File: config.mk
export PLATFORM = sky130hd
export DESIGN_NAME = multi_function_pin_control
export DESIGN_NICKNAME = d
export VERILOG_FILES = /design/src/verilog/mf_pin_pkg.sv /design/src/verilog/multi_function_pin_control.sv
export SDC_FILE = /design/constraint.sdc
export NUM_CORES = 1
export LEC_CHECK = 0
export BUFFER_PORTS_ARGS = -buffer_cell sky130_fd_sc_hd__buf_4
export CORE_MARGIN = 2
export CORE_UTILIZATION = 50
export DETAILED_ROUTE_END_ITERATION = 16
export GPL_ROUTABILITY_DRIVEN = 0
export GPL_TIMING_DRIVEN = 1
export PLACE_DENSITY = 0.73
export SETUP_SLACK_MARGIN = 0.02
export SLEW_MARGIN = 5
export SYNTH_ARGS = -nofsm -noshare
export SYNTH_HDL_FRONTEND = slang
export SYNTH_SLANG_ARGS = --single-unit
export TNS_END_PERCENT = 5
File: constraint.sdc
create_clock -name i_clk_sys -period 1.7 [get_ports i_clk_sys]
set_clock_uncertainty 0.05 [all_clocks]
set_input_delay 0 -clock i_clk_sys [delete_from_list [all_inputs] [get_ports i_clk_sys]]
set_output_delay 0 -clock i_clk_sys [all_outputs]
set_load 0.02 [all_outputs]
File: src/verilog/mf_pin_pkg.sv
// Purpose: shared constants for the multi-function pin control block
// Assumes: 10 MHz system clock, 8-bit register port with 7-bit register numbers
// Notes:   pulse length derived from its time and the clock rate
package mf_pin_pkg;
    // register numbers
    localparam logic [6:0] REG_STICKY_FLAGS   = 7'h60;
    localparam logic [6:0] REG_PIN_FUNC_CTRL  = 7'h62;
    localparam logic [6:0] REG_RESERVED_A     = 7'h63;
    localparam logic [6:0] REG_RESERVED_B     = 7'h64;
    // pin_function_control fields
    localparam int FLD_FUNC_LSB    = 4;
    localparam int FLD_CLK_SEL     = 3;
    localparam int FLD_DURATION    = 2;
    localparam int FLD_INPUT_VAL   = 1;
    localparam int FLD_OUTPUT_VAL  = 0;
    localparam logic [3:0] RST_FUNC    = 4'h0;
    localparam logic       RST_BIT     = 1'b0;
    localparam logic [7:0] RST_STICKY  = 8'h00;
    localparam logic [7:0] READ_ZERO   = 8'h00;
    // sticky flag bit positions
    localparam int STK_SHORT_LSB   = 5;
    localparam int STK_BUTTON      = 3;
    localparam int STK_HEADSET     = 2;
    localparam int STK_NG_LEFT     = 1;
    localparam int STK_NG_RIGHT    = 0;
    // pin function codes
    localparam logic [3:0] FN_DISABLED   = 4'h0;
    localparam logic [3:0] FN_ADC_WCLK   = 4'h1;
    localparam logic [3:0] FN_CLK_DIV1   = 4'h2;
    localparam logic [3:0] FN_CLK_DIV2   = 4'h3;
    localparam logic [3:0] FN_CLK_DIV4   = 4'h4;
    localparam logic [3:0] FN_CLK_DIV8   = 4'h5;
    localparam logic [3:0] FN_INT_SHORT  = 4'h6;
    localparam logic [3:0] FN_INT_NGATE  = 4'h7;
    localparam logic [3:0] FN_GP_INPUT   = 4'h8;
    localparam logic [3:0] FN_GP_OUTPUT  = 4'h9;
    localparam logic [3:0] FN_RESERVED   = 4'hA;
    localparam logic [3:0] FN_WORD_CLK   = 4'hB;
    localparam logic [3:0] FN_INT_BUTTON = 4'hC;
    localparam logic [3:0] FN_INT_JACK   = 4'hD;
    localparam logic [3:0] FN_INT_JK_BTN = 4'hE;
    localparam logic [3:0] FN_INT_ALL    = 4'hF;
    // timing
    localparam int CLK_FREQ_KHZ     = 10000;
    localparam int PULSE_TIME_MS    = 2;
    localparam int PULSE_CYCLES_DEF = PULSE_TIME_MS * CLK_FREQ_KHZ;
    localparam int PULSE_CNT_W      = 16;
    localparam int DIV_CNT_W        = 3;
    typedef enum logic [2:0] {
        PS_IDLE = 3'b001,
        PS_HIGH = 3'b010,
        PS_LOW  = 3'b100
    } pulse_state_t;
endpackage

File: src/verilog/multi_function_pin_control.sv
// Purpose: control logic of one multi-function pin: role select, clock out, interrupt out, plain in/out
// Assumes: all inputs synchronous to i_clk_sys; clock sources far slower than i_clk_sys
// Notes:   register reads answer one cycle after i_reg_rd
// Behaviour
// RULE_01 - code 0000 disabled, 0001 converter-input word clock
// RULE_02 - codes 0010..0101 drive clock divided 1,2,4,8
// RULE_03 - 0110 short interrupt, 0111 noise-gate interrupt
// RULE_04 - 1000 general input, 1001 general output
// RULE_05 - host never writes reserved code 1010
// RULE_06 - 1011 word clock, input or output
// RULE_07 - 1100 active-high button interrupt
// RULE_08 - 1101 jack interrupt, 1110 jack or button
// RULE_09 - 1111 ORs all four interrupt sources
// RULE_10 - clock select: 0 PLL, 1 divider mux
// RULE_11 - duration bit 0: single 2ms pulse
// RULE_12 - duration bit 1: repeat until flags read
// RULE_13 - input-value bit reflects external pin level
// RULE_14 - output mode drives output-value bit
// RULE_15 - reset clears selector and all control bits
// RULE_16 - reserved registers read zero, never written
// RULE_17 - sticky flags latch events, cleared on read
// RULE_18 - release driver when not driving out
`timescale 1ns/1ns
module multi_function_pin_control
    import mf_pin_pkg::*;
#(
    parameter int PULSE_CYCLES = PULSE_CYCLES_DEF
) (
    input  wire logic       i_clk_sys,
    input  wire logic       i_rst_n,
    input  wire logic [6:0] i_reg_addr,
    input  wire logic       i_reg_wr,
    input  wire logic [7:0] i_reg_wdata,
    input  wire logic       i_reg_rd,
    output logic      [7:0] o_reg_rdata,
    input  wire logic       i_adc_wclk,
    input  wire logic       i_wclk_out,
    input  wire logic       i_wclk_is_output,
    input  wire logic       i_pll_clk,
    input  wire logic       i_clkdiv_clk,
    input  wire logic [2:0] i_evt_short,
    input  wire logic       i_evt_button,
    input  wire logic       i_evt_headset,
    input  wire logic       i_evt_ng_left,
    input  wire logic       i_evt_ng_right,
    input  wire logic       i_pin,
    output logic            o_pin,
    output logic            o_pin_oe,
    output logic            o_wclk_in
);
    localparam logic [PULSE_CNT_W-1:0] PULSE_LAST = PULSE_CNT_W'(PULSE_CYCLES - 1);

    logic [3:0]             func;
    logic                   clk_sel;
    logic                   duration;
    logic                   out_val;
    logic                   in_val;
    logic [7:0]             sticky;
    logic [7:0]             evt_vec;
    logic                   sticky_rd;
    logic                   src_clk;
    logic                   src_prev;
    logic [DIV_CNT_W-1:0]   div_cnt;
    logic                   int_src;
    logic                   int_prev;
    logic                   int_trig;
    logic                   int_mode;
    logic                   pending;
    pulse_state_t           pstate;
    logic [PULSE_CNT_W-1:0] pcnt;
    logic                   pulse_out;
    logic                   next_pin;
    logic                   next_oe;
    logic [7:0]             next_rdata;

    assign sticky_rd = i_reg_rd && (i_reg_addr == REG_STICKY_FLAGS);
    assign evt_vec   = {i_evt_short, 1'b0, i_evt_button, i_evt_headset, i_evt_ng_left, i_evt_ng_right};

    // control register; writes to reserved registers are dropped
    always_ff @(posedge i_clk_sys or negedge i_rst_n) begin
        if (!i_rst_n) begin
            func     <= RST_FUNC; // RULE_15
            clk_sel  <= RST_BIT; // RULE_15
            duration <= RST_BIT; // RULE_15
            out_val  <= RST_BIT; // RULE_15
        end else if (i_reg_wr && i_reg_addr == REG_PIN_FUNC_CTRL) begin
            func     <= i_reg_wdata[FLD_FUNC_LSB +: 4];
            clk_sel  <= i_reg_wdata[FLD_CLK_SEL];
            duration <= i_reg_wdata[FLD_DURATION];
            out_val  <= i_reg_wdata[FLD_OUTPUT_VAL];
        end
    end

    always_ff @(posedge i_clk_sys or negedge i_rst_n) begin
        if (!i_rst_n) begin
            in_val <= RST_BIT;
        end else begin
            in_val <= i_pin; // RULE_13
        end
    end

    // sticky flags: an event in the clearing read's cycle survives
    genvar gi;
    generate
        for (gi = 0; gi < 8; gi++) begin : g_sticky
            always_ff @(posedge i_clk_sys or negedge i_rst_n) begin
                if (!i_rst_n) begin
                    sticky[gi] <= RST_STICKY[gi];
                end else if (evt_vec[gi]) begin
                    sticky[gi] <= 1'b1; // RULE_17
                end else if (sticky_rd) begin
                    sticky[gi] <= 1'b0; // RULE_17
                end
            end
        end
    endgenerate

    always_comb begin
        next_rdata = READ_ZERO; // RULE_16
        unique case (i_reg_addr)
            REG_STICKY_FLAGS:  next_rdata = sticky;
            REG_PIN_FUNC_CTRL: next_rdata = {func, clk_sel, duration, in_val, out_val}; // RULE_13
            default:           next_rdata = READ_ZERO; // RULE_16
        endcase
    end

    always_ff @(posedge i_clk_sys or negedge i_rst_n) begin
        if (!i_rst_n) begin
            o_reg_rdata <= READ_ZERO;
        end else if (i_reg_rd) begin
            o_reg_rdata <= next_rdata;
        end
    end

    // clock source and power-of-two divider, counted on source rising edges
    assign src_clk = clk_sel ? i_clkdiv_clk : i_pll_clk; // RULE_10

    always_ff @(posedge i_clk_sys or negedge i_rst_n) begin
        if (!i_rst_n) begin
            src_prev <= 1'b0;
            div_cnt  <= '0;
        end else begin
            src_prev <= src_clk;
            if (src_clk && !src_prev) begin
                div_cnt <= div_cnt + 1'b1; // RULE_02
            end
        end
    end

    // interrupt source selection
    always_comb begin
        int_src  = 1'b0;
        int_mode = 1'b1;
        unique case (func)
            FN_INT_SHORT:  int_src = |i_evt_short; // RULE_03
            FN_INT_NGATE:  int_src = i_evt_ng_left | i_evt_ng_right; // RULE_03
            FN_INT_BUTTON: int_src = i_evt_button; // RULE_07
            FN_INT_JACK:   int_src = i_evt_headset; // RULE_08
            FN_INT_JK_BTN: int_src = i_evt_headset | i_evt_button; // RULE_08
            FN_INT_ALL:    int_src = i_evt_headset | i_evt_button | (|i_evt_short)
                                     | i_evt_ng_left | i_evt_ng_right; // RULE_09
            default:       int_mode = 1'b0;
        endcase
    end

    assign int_trig = int_src && !int_prev;

    always_ff @(posedge i_clk_sys or negedge i_rst_n) begin
        if (!i_rst_n) begin
            int_prev <= 1'b0;
            pending  <= 1'b0;
        end else begin
            int_prev <= int_src;
            if (int_trig) begin
                pending <= 1'b1; // RULE_12
            end else if (sticky_rd || !int_mode) begin
                pending <= 1'b0; // RULE_12
            end
        end
    end

    // pulse generator: one pulse per event, or a train while pending
    always_ff @(posedge i_clk_sys or negedge i_rst_n) begin
        if (!i_rst_n) begin
            pstate <= PS_IDLE;
            pcnt   <= '0;
        end else begin
            unique case (pstate)
                PS_IDLE: begin
                    pcnt <= '0;
                    if (int_mode && (int_trig || (duration && pending))) begin
                        pstate <= PS_HIGH; // RULE_11
                    end
                end
                PS_HIGH: begin
                    if (pcnt == PULSE_LAST) begin
                        pcnt   <= '0;
                        pstate <= (duration && pending) ? PS_LOW : PS_IDLE; // RULE_11 RULE_12
                    end else begin
                        pcnt <= pcnt + 1'b1;
                    end
                end
                PS_LOW: begin
                    if (pcnt == PULSE_LAST) begin
                        pcnt   <= '0;
                        pstate <= (duration && pending) ? PS_HIGH : PS_IDLE; // RULE_12
                    end else begin
                        pcnt <= pcnt + 1'b1;
                    end
                end
            endcase
        end
    end

    // a single-pulse button interrupt also covers the whole press
    assign pulse_out = (pstate == PS_HIGH)
                       || (func == FN_INT_BUTTON && !duration && i_evt_button); // RULE_07

    always_comb begin
        next_pin = 1'b0;
        next_oe  = 1'b1;
        unique case (func)
            FN_DISABLED:  next_oe  = 1'b0; // RULE_01 RULE_18
            FN_ADC_WCLK:  next_pin = i_adc_wclk; // RULE_01
            FN_CLK_DIV1:  next_pin = src_prev; // RULE_02
            FN_CLK_DIV2:  next_pin = div_cnt[0]; // RULE_02
            FN_CLK_DIV4:  next_pin = div_cnt[1]; // RULE_02
            FN_CLK_DIV8:  next_pin = div_cnt[2]; // RULE_02
            FN_GP_INPUT:  next_oe  = 1'b0; // RULE_04 RULE_18
            FN_GP_OUTPUT: next_pin = out_val; // RULE_04 RULE_14
            FN_RESERVED:  next_oe  = 1'b0;
            FN_WORD_CLK: begin
                next_pin = i_wclk_is_output & i_wclk_out; // RULE_06
                next_oe  = i_wclk_is_output; // RULE_06 RULE_18
            end
            default:      next_pin = pulse_out; // RULE_03 RULE_07 RULE_08 RULE_09
        endcase
    end

    always_ff @(posedge i_clk_sys or negedge i_rst_n) begin
        if (!i_rst_n) begin
            o_pin     <= 1'b0;
            o_pin_oe  <= 1'b0;
            o_wclk_in <= 1'b0;
        end else begin
            o_pin     <= next_pin;
            o_pin_oe  <= next_oe;
            o_wclk_in <= (func == FN_WORD_CLK && !i_wclk_is_output) ? i_pin : 1'b0; // RULE_06
        end
    end

    a_disabled_released: assert property (@(posedge i_clk_sys) disable iff (!i_rst_n) // RULE_18
        (func == FN_DISABLED || func == FN_GP_INPUT) |=> !o_pin_oe)
        else $error("pin driven while released mode");
    a_gpo_drives_value: assert property (@(posedge i_clk_sys) disable iff (!i_rst_n) // RULE_14
        (func == FN_GP_OUTPUT) |=> (o_pin_oe && o_pin == $past(out_val)))
        else $error("general output not following value bit");
    a_reserved_reads_zero: assert property (@(posedge i_clk_sys) disable iff (!i_rst_n) // RULE_16
        (i_reg_rd && (i_reg_addr == REG_RESERVED_A || i_reg_addr == REG_RESERVED_B))
        |=> o_reg_rdata == READ_ZERO)
        else $error("reserved register read nonzero");
    a_input_value_read: assert property (@(posedge i_clk_sys) disable iff (!i_rst_n) // RULE_13
        (i_reg_rd && i_reg_addr == REG_PIN_FUNC_CTRL) |=> o_reg_rdata[FLD_INPUT_VAL] == $past(i_pin, 2))
        else $error("input value bit wrong");
    a_sticky_set_wins: assert property (@(posedge i_clk_sys) disable iff (!i_rst_n) // RULE_17
        (i_evt_button && sticky_rd) |=> sticky[STK_BUTTON])
        else $error("event lost on clearing read");
    a_sticky_cleared: assert property (@(posedge i_clk_sys) disable iff (!i_rst_n) // RULE_17
        (sticky_rd && evt_vec == 8'h00) |=> sticky == 8'h00)
        else $error("sticky flags not cleared by read");
    a_single_pulse_ends: assert property (@(posedge i_clk_sys) disable iff (!i_rst_n) // RULE_11
        (pstate == PS_HIGH && pcnt == PULSE_LAST && !duration) |=> pstate == PS_IDLE)
        else $error("single pulse did not end");
    a_train_continues: assert property (@(posedge i_clk_sys) disable iff (!i_rst_n) // RULE_12
        (pstate == PS_HIGH && pcnt == PULSE_LAST && duration && pending) |=> pstate == PS_LOW)
        else $error("pulse train stopped while pending");
    a_trigger_starts: assert property (@(posedge i_clk_sys) disable iff (!i_rst_n) // RULE_03 RULE_09
        (pstate == PS_IDLE && int_mode && int_trig) |=> ##1 o_pin && o_pin_oe)
        else $error("interrupt event did not drive pin");
    a_adc_wclk_route: assert property (@(posedge i_clk_sys) disable iff (!i_rst_n) // RULE_01
        (func == FN_ADC_WCLK) |=> o_pin == $past(i_adc_wclk))
        else $error("word clock not routed");
    a_clk_source_pick: assert property (@(posedge i_clk_sys) disable iff (!i_rst_n) // RULE_10 RULE_02
        (func == FN_CLK_DIV1 && $stable(func))
        |-> o_pin == ($past(clk_sel, 2) ? $past(i_clkdiv_clk, 2) : $past(i_pll_clk, 2)))
        else $error("divide-by-one clock wrong");
    a_wclk_in_release: assert property (@(posedge i_clk_sys) disable iff (!i_rst_n) // RULE_06
        (func == FN_WORD_CLK && !i_wclk_is_output) |=> (!o_pin_oe && o_wclk_in == $past(i_pin)))
        else $error("word clock input not released or forwarded");
    a_reset_state: assert property (@(posedge i_clk_sys) $rose(i_rst_n) // RULE_15
        |-> func == FN_DISABLED && !clk_sel && !duration && !out_val)
        else $error("control not cleared by reset");

    c_single_pulse: cover property (@(posedge i_clk_sys) disable iff (!i_rst_n)
        pstate == PS_HIGH && !duration ##1 pstate == PS_IDLE);
    c_pulse_train: cover property (@(posedge i_clk_sys) disable iff (!i_rst_n)
        pstate == PS_LOW ##1 pstate == PS_HIGH);
    c_gp_output: cover property (@(posedge i_clk_sys) disable iff (!i_rst_n)
        func == FN_GP_OUTPUT && o_pin);
    c_sticky_read: cover property (@(posedge i_clk_sys) disable iff (!i_rst_n)
        sticky_rd && sticky != 8'h00);
    c_word_clk_in: cover property (@(posedge i_clk_sys) disable iff (!i_rst_n)
        func == FN_WORD_CLK && !o_pin_oe);
endmodule // multi_function_pin_control

## Word-level counts from Yosys, hierarchy flattened

Index checks and enable logic that the tools add are counted.

| storage, ports and cells | value |
|---|---|
| word-level logic and storage cells | 110 |
| bits of input ports | 32 |
| register bits after elaboration | 51 |
| output and inout bits | 11 |

| operators by class | value |
|---|---|
| bitwise gates (word level) | 6 |
| add/sub/neg operators | 2 |
| reduce and logical (&&, ||, !) cells | 31 |
| equality and inequality tests | 24 |
| mux-type cells | 25 |

Operators with widths:

| operator | count |
|---|---|
| equality test 4 bit (second input constant) | 8 |
| one-hot mux 16 bit (2 select lines) | 1 |
| adder 16 x 1 -> 16 bit (second input constant) | 1 |
| equality test 16 x 15 -> 1 bit (second input constant) | 1 |
| equality test 4 x 3 -> 1 bit (second input constant) | 4 |
| two-way mux 16 bit | 1 |
| one-hot mux 8 bit (2 select lines) | 1 |
| nonzero test 2 bit | 8 |
| equality test 7 bit (second input constant) | 2 |
| two-way mux 1 bit | 13 |
| two-way mux 3 bit | 4 |
| logical AND 1 bit | 9 |
| one-hot mux 3 bit (3 select lines) | 1 |
| equality test 4 x 2 -> 1 bit (second input constant) | 2 |
| one-hot mux 1 bit (8 select lines) | 1 |
| != test 2 bit (second input constant) | 3 |
| one-hot mux 1 bit (6 select lines) | 1 |
| OR reduction 3 bit | 2 |
| OR reduction 6 bit | 1 |
| zero test 1 bit | 5 |
| bitwise OR 1 bit | 5 |
| equality test 4 x 1 -> 1 bit (second input constant) | 1 |
| zero test 4 bit | 1 |
| adder 3 x 1 -> 3 bit (second input constant) | 1 |
| 9 further kinds | 11 |

## Depth between registers and ports, before layout

Gate-level depths: netlist (run 1).

| logic depth | value |
|---|---|
| depth after elaboration | 10 |
| gate-level depth with buffers | 8 |
| mapped depth without buffers | 5 |

## Worst setup path before layout (run 1)

Ideal clock, no wire load.

| timing path | value |
|---|---|
| kind | register -> register |
| start | reg pcnt[0] |
| end | reg pcnt[11] |
| setup slack | -0.044 ns |
| period minus slack after synthesis | 1.744 ns |
| path buffers | 3 |
| required time | 1.579 ns |
| setup time | 0.071 ns |
| cell stages (with the launch flop) | 9 |
| data arrival time | 1.622 ns |
| cells stage by stage | dfrtp_1 > ha_1 > and4_1 > buf_2 > and4_1 > buf_4 > nand2b_4 > buf_4 > nor2_1 |

| between the ends | value |
|---|---|
| cells in the longest elaborated chain, start to end | 3 |
| elaborated cells on any way between the ends | 4 |
| classes of those cells | add/sub (1); eq/ne (1); mux (2) |

Ends and longest elaborated chain:

| element | RTL line | source |
|---|---|---|
| start, declared | multi_function_pin_control.sv:70 | `logic [PULSE_CNT_W-1:0] pcnt;` |
| start signal, assigned | multi_function_pin_control.sv:200 | `pcnt <= pcnt + 1'b1;` |
| start signal, assigned | multi_function_pin_control.sv:208 | `pcnt <= pcnt + 1'b1;` |
| adder 16 x 1 -> 16 bit or equality test 16 x 15 -> 1 bit (tied branches) | - |  |
| two-way mux 16 bit (*) | multi_function_pin_control.sv:196, multi_function_pin_control.sv:204 |  |
| one-hot mux 16 bit (2 select lines) (*) | multi_function_pin_control.sv:188 | `unique case (pstate)` |

Every way passes the cells marked *; elsewhere a longest branch is shown, timed or not.
A chain may end at the register's enable or synchronous reset.

## Final worst setup path (run 1)

| timing path | value |
|---|---|
| start | reg func[0] |
| end | reg pstate[1] |

| between the ends | value |
|---|---|
| cells in the longest elaborated chain, start to end | 7 |
| elaborated cells on any way between the ends | 14 |
| classes of those cells | eq/ne (7); mux (2); reduce/logical (5) |

Ends and longest elaborated chain:

| element | RTL line | source |
|---|---|---|
| start, declared | multi_function_pin_control.sv:53 | `logic [3:0] func;` |
| start signal, assigned | multi_function_pin_control.sv:87 | `func <= i_reg_wdata[FLD_FUNC_LSB +: 4];` |
| equality test 4 bit or equality test 4 x 3 -> 1 bit (tied branches) | multi_function_pin_control.sv:154 | `unique case (func)` |
| one-hot mux 1 bit (6 select lines) | multi_function_pin_control.sv:154 |  |
| logical AND 1 bit | multi_function_pin_control.sv:166 | `assign int_trig = int_src && !int_prev;` |
| logical OR 1 bit | multi_function_pin_control.sv:191 | `if (int_mode && (int_trig \|\| (duration && pending))) begin` |
| logical AND 1 bit (*) | multi_function_pin_control.sv:191 |  |
| != test 2 bit (no line) (*) | - |  |
| AND reduction 3 bit (no line) (*) | - |  |
| end signal, assigned | multi_function_pin_control.sv:198 | `pstate <= (duration && pending) ? PS_LOW : PS_IDLE;` |
| end signal, assigned | multi_function_pin_control.sv:206 | `pstate <= (duration && pending) ? PS_HIGH : PS_IDLE;` |
| end, declared | multi_function_pin_control.sv:69 | `pulse_state_t pstate;` |

Marked as above.

==> key figures, run 1 <==
Routing
  – Antenna Nets Post-Route: 0
  – Routed WL: between 5 and 6 mm
  – Pre-antenna DRT Iters: 4
  – DR vias/cell: around 5.3
  – WL/cell: about 14 um
  – Routed via count: a little under 2000
  – DRC viols: 0
  – Iter 0 DRT Violations: 108

Power
  – Combinational power share: 0.196
  – Clock power frac: 0.247
  – Flop pwr share: 0.556
  – Psw: about 770 uW
  – Worst IR Drop VDD: approximately 0.00065 V
  – Static Leak: ~1.4 nW
  – Sw frac: 0.284
  – P per Cell Area: 841 nW/um2
  – Int Pwr: ~1.9 mW

STA
  – Setup TNS: 0 ns
  – Hold Violations, Final: 0
  – Setup violators final: 0
  – Fin crit share: 0.948
  – Max Freq: ~620 MHz
  – Worst slew pin tran: approximately 0.63 ns
  – Slew HR: 0.579
  – RSZ-0062 raised after global routing: false
  – Max-slew violations: 0
  – Hold WS: ~0.026 ns
  – Fin crit period: 1.61 ns

Synth
  – Main synth FF type: dfrtp_1
  – Yosys Warn Count: 0
  – Synth top area share: 0.497
  – Cell area after synthesis: between 2000 and 3000 um2
  – Ranking of synthesized cells by area: dfrtp_1 50%, mux2_2 4.0%, mux2_1 3.6%
  – Distinct cells, synth: 52
  – Sequential share of the synthesized area: 0.507
  – Post-synth top area cell: dfrtp_1
  – Ys async rst share: 1.00
  – Avg Cell Area, Syn: 10.7 um2
  – Syn Nets: 269
  – Synthesis-stage register bit count: 51
  – Mapped Cells: around 240
  – Number of synthesized flops with an enable pin: 0

Layout
  – Synthesis-to-finish area growth: 28.1%
  – Antenna cells: 0
  – Final std cells w/o fill: between 300 and 400
  – Nets: approximately 340
  – Share of cells above drive strength 1: 0.270
  – Post-layout util: 0.674
  – Most frequent cells in the layout: 53 x buf_4, 48 x dfrtp_1, 20 x dlygate4sd3_1, 19 x nor2_1, 18 x nand2_1
  – Commonest non-fill, non-tap cell in the layout: buf_4

Setup path
  – Crit path capture: pstate[1]
  – R2R Setup Slk: 0.09 ns
  – Type of the worst setup path: flop to flop
  – Worst EP arrival: around 1.8 ns
  – Reg-to-Reg Start: func[0]
  – Crit path from: func[0]
  – Setup crit start kind: flop
  – Reg2reg path depth: 5
  – Worst r2r dst: pstate[1]
  – Data required, critical path: ~1.9 ns
  – CP Max Fanout: 6
  – Critical path capture point type: flop

CTS
  – CTS tree: done
  – Clk Latency, worst-skew pair: 0.30 ns
  – H-tree levels: 2
  – Root Buffer: clkbuf_8
  – CTS buffer count: 5
  – Clk sinks: 51
  – Postcts setup bufs: 0
  – Clock tree buffer depth: 2
  – Clock transition at the registers of the reported paths: 0.09 ns

GRT
  – GR Overflow Total: 0
  – First-pass GRT wire length: between 8 and 9 mm
  – All-Layer GR Usage: 0.199
  – Vias in the first global route: 1932
  – Antenna violations before repair: 0
  – Pin count of the biggest net entering global routing: 52

Placement
  – Detailed Place HPWL: 3.66 mm
  – # port buffers: around 40
  – Placed cell count: 343

Floorplan
  – Die width: between 70 and 80 um
  – Row count: 25
  – Die footprint: between 5000 and 6000 um2
  – Die extent in y: between 70 and 80 um
  – CORE AREA: around 4800 um2
  – Starting Density: 0.526
  – # IOs: 43

Min path
  – Worst min-delay path class: input pin to flop
  – Hold wc startpoint: i_reg_addr[1]

Run status
  – Outcome: finished clean

Job
  – Max-cap viol count: 0
==> per-stage QoR <==
step | instance area [um2] | power (mW) | setup slack, ns
2_1_floorplan | 2520 | 1.83 | 0.0304
3_3_place_gp | 2930 | 2.00 | 0.129
3_5_place_dp | 2930 | 2.02 | 0.0740
4_1_cts | 3210 | 2.73 | 0.0566
5_1_grt | 3220 | 2.87 | 0.0291
6_report | 3220 | 2.71 | 0.0878
==> synthesized netlist by cell type (all sizes together) (5+ instances only) <==
cell type,n
a21o,8
o21ai,6
xor2,10
xnor2,5
nand2b,5
o22ai,7
nand3,7
a21oi,5
inv,14
nor2,19
nand2,18
dfrtp,50
mux2,17
buf,8
nand4,7
==> worst min path at each step <==
stage / to / depth (start not counted)
6_report: o_reg_rdata[4] / 3
3_3_place_gp: div_cnt[1] / 1
4_1_cts: o_reg_rdata[4] / 3
2_1_floorplan: clk_sel / 0
3_5_place_dp: pcnt[0] / 1
5_1_grt: o_reg_rdata[4] / 3
==> registers in the layout (all words and copies together), names as in the netlist, 3 cells and up <==
register	flops
pstate	3
o_reg_rdata	8
sticky	7
pcnt	16
div_cnt	3
func	4
==> area by class of cell <==
class	count	area (um2)
inverters	14	52.6
clock inverters	2	12.5
clock buffers	6	72.6
repair buffers	73	598
well taps	67	83.8
multi-input cells	158	1120
flip-flops and latches	51	1280
fillers	394	1560
==> cells by family after synthesis <==
logic type                 Yosys count  share of synthesized area
muxes                               21                     0.0920
adders and majority gates            2                    0.00994
xor gates and xnor gates            15                     0.0522
buffers and inverters               26                     0.0497
AOI/OAI and AO/OA                   39                      0.109
DFF                                 51                      0.507
and+or+nand+nor                     81                      0.180
==> layer usage <==
layer / GRT usage / wire [um] / vias to the layer above
met5: 0 / 0 / -
met4: 0.0694 / 67 / 0
met3: 0.0428 / 195 / 8
met2: 0.309 / 2550 / 45
met1: 0.279 / 2420 / 950
li1: - / - / 962
==> power by group through the flow <==
stage	sequential, mW	clock [mW]	combinational (mW)
after global routing	1.53	0.739	0.599
after floorplan	1.50	0	0.326
after global placement	1.52	0	0.480
final	1.51	0.671	0.533
after detailed placement	1.53	0	0.497
after CTS	1.51	0.691	0.535
==> repair_timing <==
item                                    in CTS  in global routing
resized for setup                            0                  4
endpoints found under the hold margin       76                  0
hold buffers                                20                  0
endpoints found under the setup margin       0                 16
==> critical path, stage by stage (launching register included) <==
cell,delay (ns)
dfrtp_1,0.47
buf_4,0.19
o41ai_1,0.37
buf_4,0.19
nor4_1,0.04
a211oi_1,0.21
No activity file was read; power rests on OpenSTA's default activity.
==> run 2, diff against run 1 <==
--- a/config.mk
+++ b/config.mk
@@ -8,10 +8,12 @@
 export BUFFER_PORTS_ARGS = -buffer_cell sky130_fd_sc_hd__buf_4
 export CORE_MARGIN = 2
 export CORE_UTILIZATION = 50
+export CTS_CLUSTER_SIZE = 40
 export DETAILED_ROUTE_END_ITERATION = 16
 export GPL_ROUTABILITY_DRIVEN = 0
 export GPL_TIMING_DRIVEN = 1
 export PLACE_DENSITY = 0.73
+export REMOVE_ABC_BUFFERS = 1
 export SETUP_SLACK_MARGIN = 0.02
 export SLEW_MARGIN = 5
 export SYNTH_ARGS = -nofsm -noshare
==> run 2 against run 1 <==
Net effect: register-to-register slack is essentially flat; combinational power grew 6.0%; final area grew 1.0%; critical path depth shrank 1; setup slack gained 0.0052 ns; routed wire length grew 1.3%; first-iteration DRC count grew 19%; non-clock buffer count grew 3; worst hold slack gained 0.017 ns; sequential cell count is the same; count of clock-buffer cells in the layout is the same; largest power group unchanged; highest routed layer unchanged.
==> key figures, run 2 (same netlist as run 1, synthesis figures left out) <==
Run status
  – Outcome: finished clean

Layout
  – Post-layout util: 0.681
  – Antenna cells: 0
  – Final std cells w/o fill: 374
  – Commonest non-fill, non-tap cell in the layout: buf_4
  – Layout fillers: about 380
  – Synthesis-to-finish area growth: 29.4%
  – Sequential cell area: ~1300 um2
  – Nets: roughly 340
  – Area of the multi-input gates: around 1100 um2
  – Largest registers: pcnt x16, o_reg_rdata x8, sticky x7
  – Max FFs per register: 16
  – Most frequent cells in the layout: 56 x buf_4, 47 x dfrtp_1, 20 x dlygate4sd3_1, 19 x nor2_1, 18 x nand2_1
  – Share of cells above drive strength 1: 0.277
  – Final Cell Area: about 3300 um2
  – Largest Register: pcnt

Setup path
  – Data required, critical path: between 1.5 and 2 ns
  – CP Max Fanout: 5
  – Slowest CP cell: or3_4
  – Worst EP arrival: between 1.5 and 2 ns
  – Critical path capture point type: flop
  – Setup crit start kind: flop
  – CP peak stage delay: approximately 0.44 ns
  – Type of the worst setup path: flop to flop
  – CP cell instances: nand3_2 -> or3_4 -> or3_1 -> a21oi_2

STA
  – Fin crit period: 1.61 ns
  – Hold Violations, Final: 0
  – Setup TNS: 0 ns
  – Max-slew violations: 0
  – Slew HR: 0.589
  – Hold WS: 0.0435 ns
  – RSZ-0062 raised after global routing: true
  – Worst slew pin tran: between 0.6 and 0.7 ns
  – Setup violators final: 0
  – Max Freq: 622 MHz
  – Worst setup margin: about 0.093 ns
  – Fin crit share: 0.945

Floorplan
  – # IOs: 43
  – Starting Density: 0.526
  – CORE AREA: between 4000 and 5000 um2
  – Die extent in y: 75.0 um
  – Die width: roughly 75 um
  – Row count: 25
  – Die footprint: 5620 um2

Power
  – Flop pwr share: 0.543
  – Sw frac: 0.280
  – Clock power frac: 0.253
  – Worst IR Drop VDD: about 0.00069 V
  – Overall Power: ~2.8 mW
  – P per Cell Area: 851 nW/um2
  – Combinational power share: 0.204
  – Psw: ~780 uW
  – Int Pwr: 2.00 mW
  – Static Leak: 1.46 nW

Job
  – Max-cap viol count: 0

Routing
  – Antenna Nets Post-Route: 0
  – Routed WL: approximately 5.3 mm
  – Routed via count: around 2000
  – Pre-antenna DRT Iters: 4
  – Iter 0 DRT Violations: approximately 130
  – DR vias/cell: around 5.3
  – WL/cell: approximately 14 um
  – DRC viols: 0

CTS
  – Clk Latency, worst-skew pair: 0.30 ns
  – Clk sinks: between 50 and 60
  – Clock tree buffer depth: 2
  – CTS tree: done
  – H-tree levels: 2
  – Clock transition at the registers of the reported paths: about 0.09 ns
  – Root Buffer: clkbuf_8
  – CTS buffer count: 5

Min path
  – Worst min-delay path class: input pin to flop

GRT
  – First-pass GRT wire length: 9.03 mm
  – GR Overflow Total: 0
  – All-Layer GR Usage: 0.211
  – Antenna violations before repair: 0
  – Pin count of the biggest net entering global routing: 52
  – Vias in the first global route: approximately 2000

Placement
  – Post-place setup slack: 0.0810 ns
  – Placed cell count: 344
  – Detailed Place HPWL: approximately 3.6 mm
  – Placed inst area: 2930 um2
  – # port buffers: 41
run 2: cell count changes in the layout (fill, tap and decap cells not counted), sizes merged:
cell      delta
buf          +3
nand2b       +1
clkinvlp     -1
run 2: area by class of cell:
cell class,count,share of cell area
Multi-Input combinational cell,159,0.347
Timing Repair Buffer,76,0.191
Tap cell,67,0.0257
Sequential cell,51,0.393
Clock inverter,1,0.00154
Clock buffer,6,0.0254
Inverter,14,0.0161
run 2: final timing paths:
path                                       end     startpoint  slack (ns)  depth (start not counted)
worst min-delay path            o_reg_rdata[4]  i_reg_addr[1]        0.04                          3
worst max-delay path                  pcnt[15]        pcnt[3]        0.09                          4
min in group asynchronous              pcnt[1]        i_rst_n        0.21                          2
worst max register to register        pcnt[15]        pcnt[3]        0.09                          4
max in group asynchronous              pcnt[7]        i_rst_n        0.95                          2
worst min register to register      div_cnt[2]     div_cnt[2]        0.43                          1
run 2: worst max-delay path, delay by kind of cell, from the launching register on:
family,cells,cell delay [ns]
and+or+nand+nor,3,0.94
AOI/OAI and AO/OA,1,0.13
DFF,1,0.42
run 2: power by group through the flow:
stage | Sequential (mW) | Clock [mW] | Combinational (mW)
finish | 1.50 | 0.702 | 0.565
global route | 1.53 | 0.770 | 0.640
CTS | 1.50 | 0.724 | 0.532
detailed placement | 1.52 | 0 | 0.492
global placement | 1.52 | 0 | 0.473
floorplan | 1.53 | 0 | 0.254
run 2: repair_timing:
item,4_1_cts,5_1_grt
endpoints found under the hold margin,75,0
setup buffers,0,2
setup endpoints to repair,0,16
resized for setup,0,6
hold buffers,20,0
run 2: metal layers:
metal / vias up / track usage / wire length, um
met5: - / 0 / 0
met4: 0 / 0.0595 / 84
met2: 44 / 0.346 / 2610
met3: 9 / 0.0428 / 216
li1: 971 / - / -
met1: 960 / 0.287 / 2390
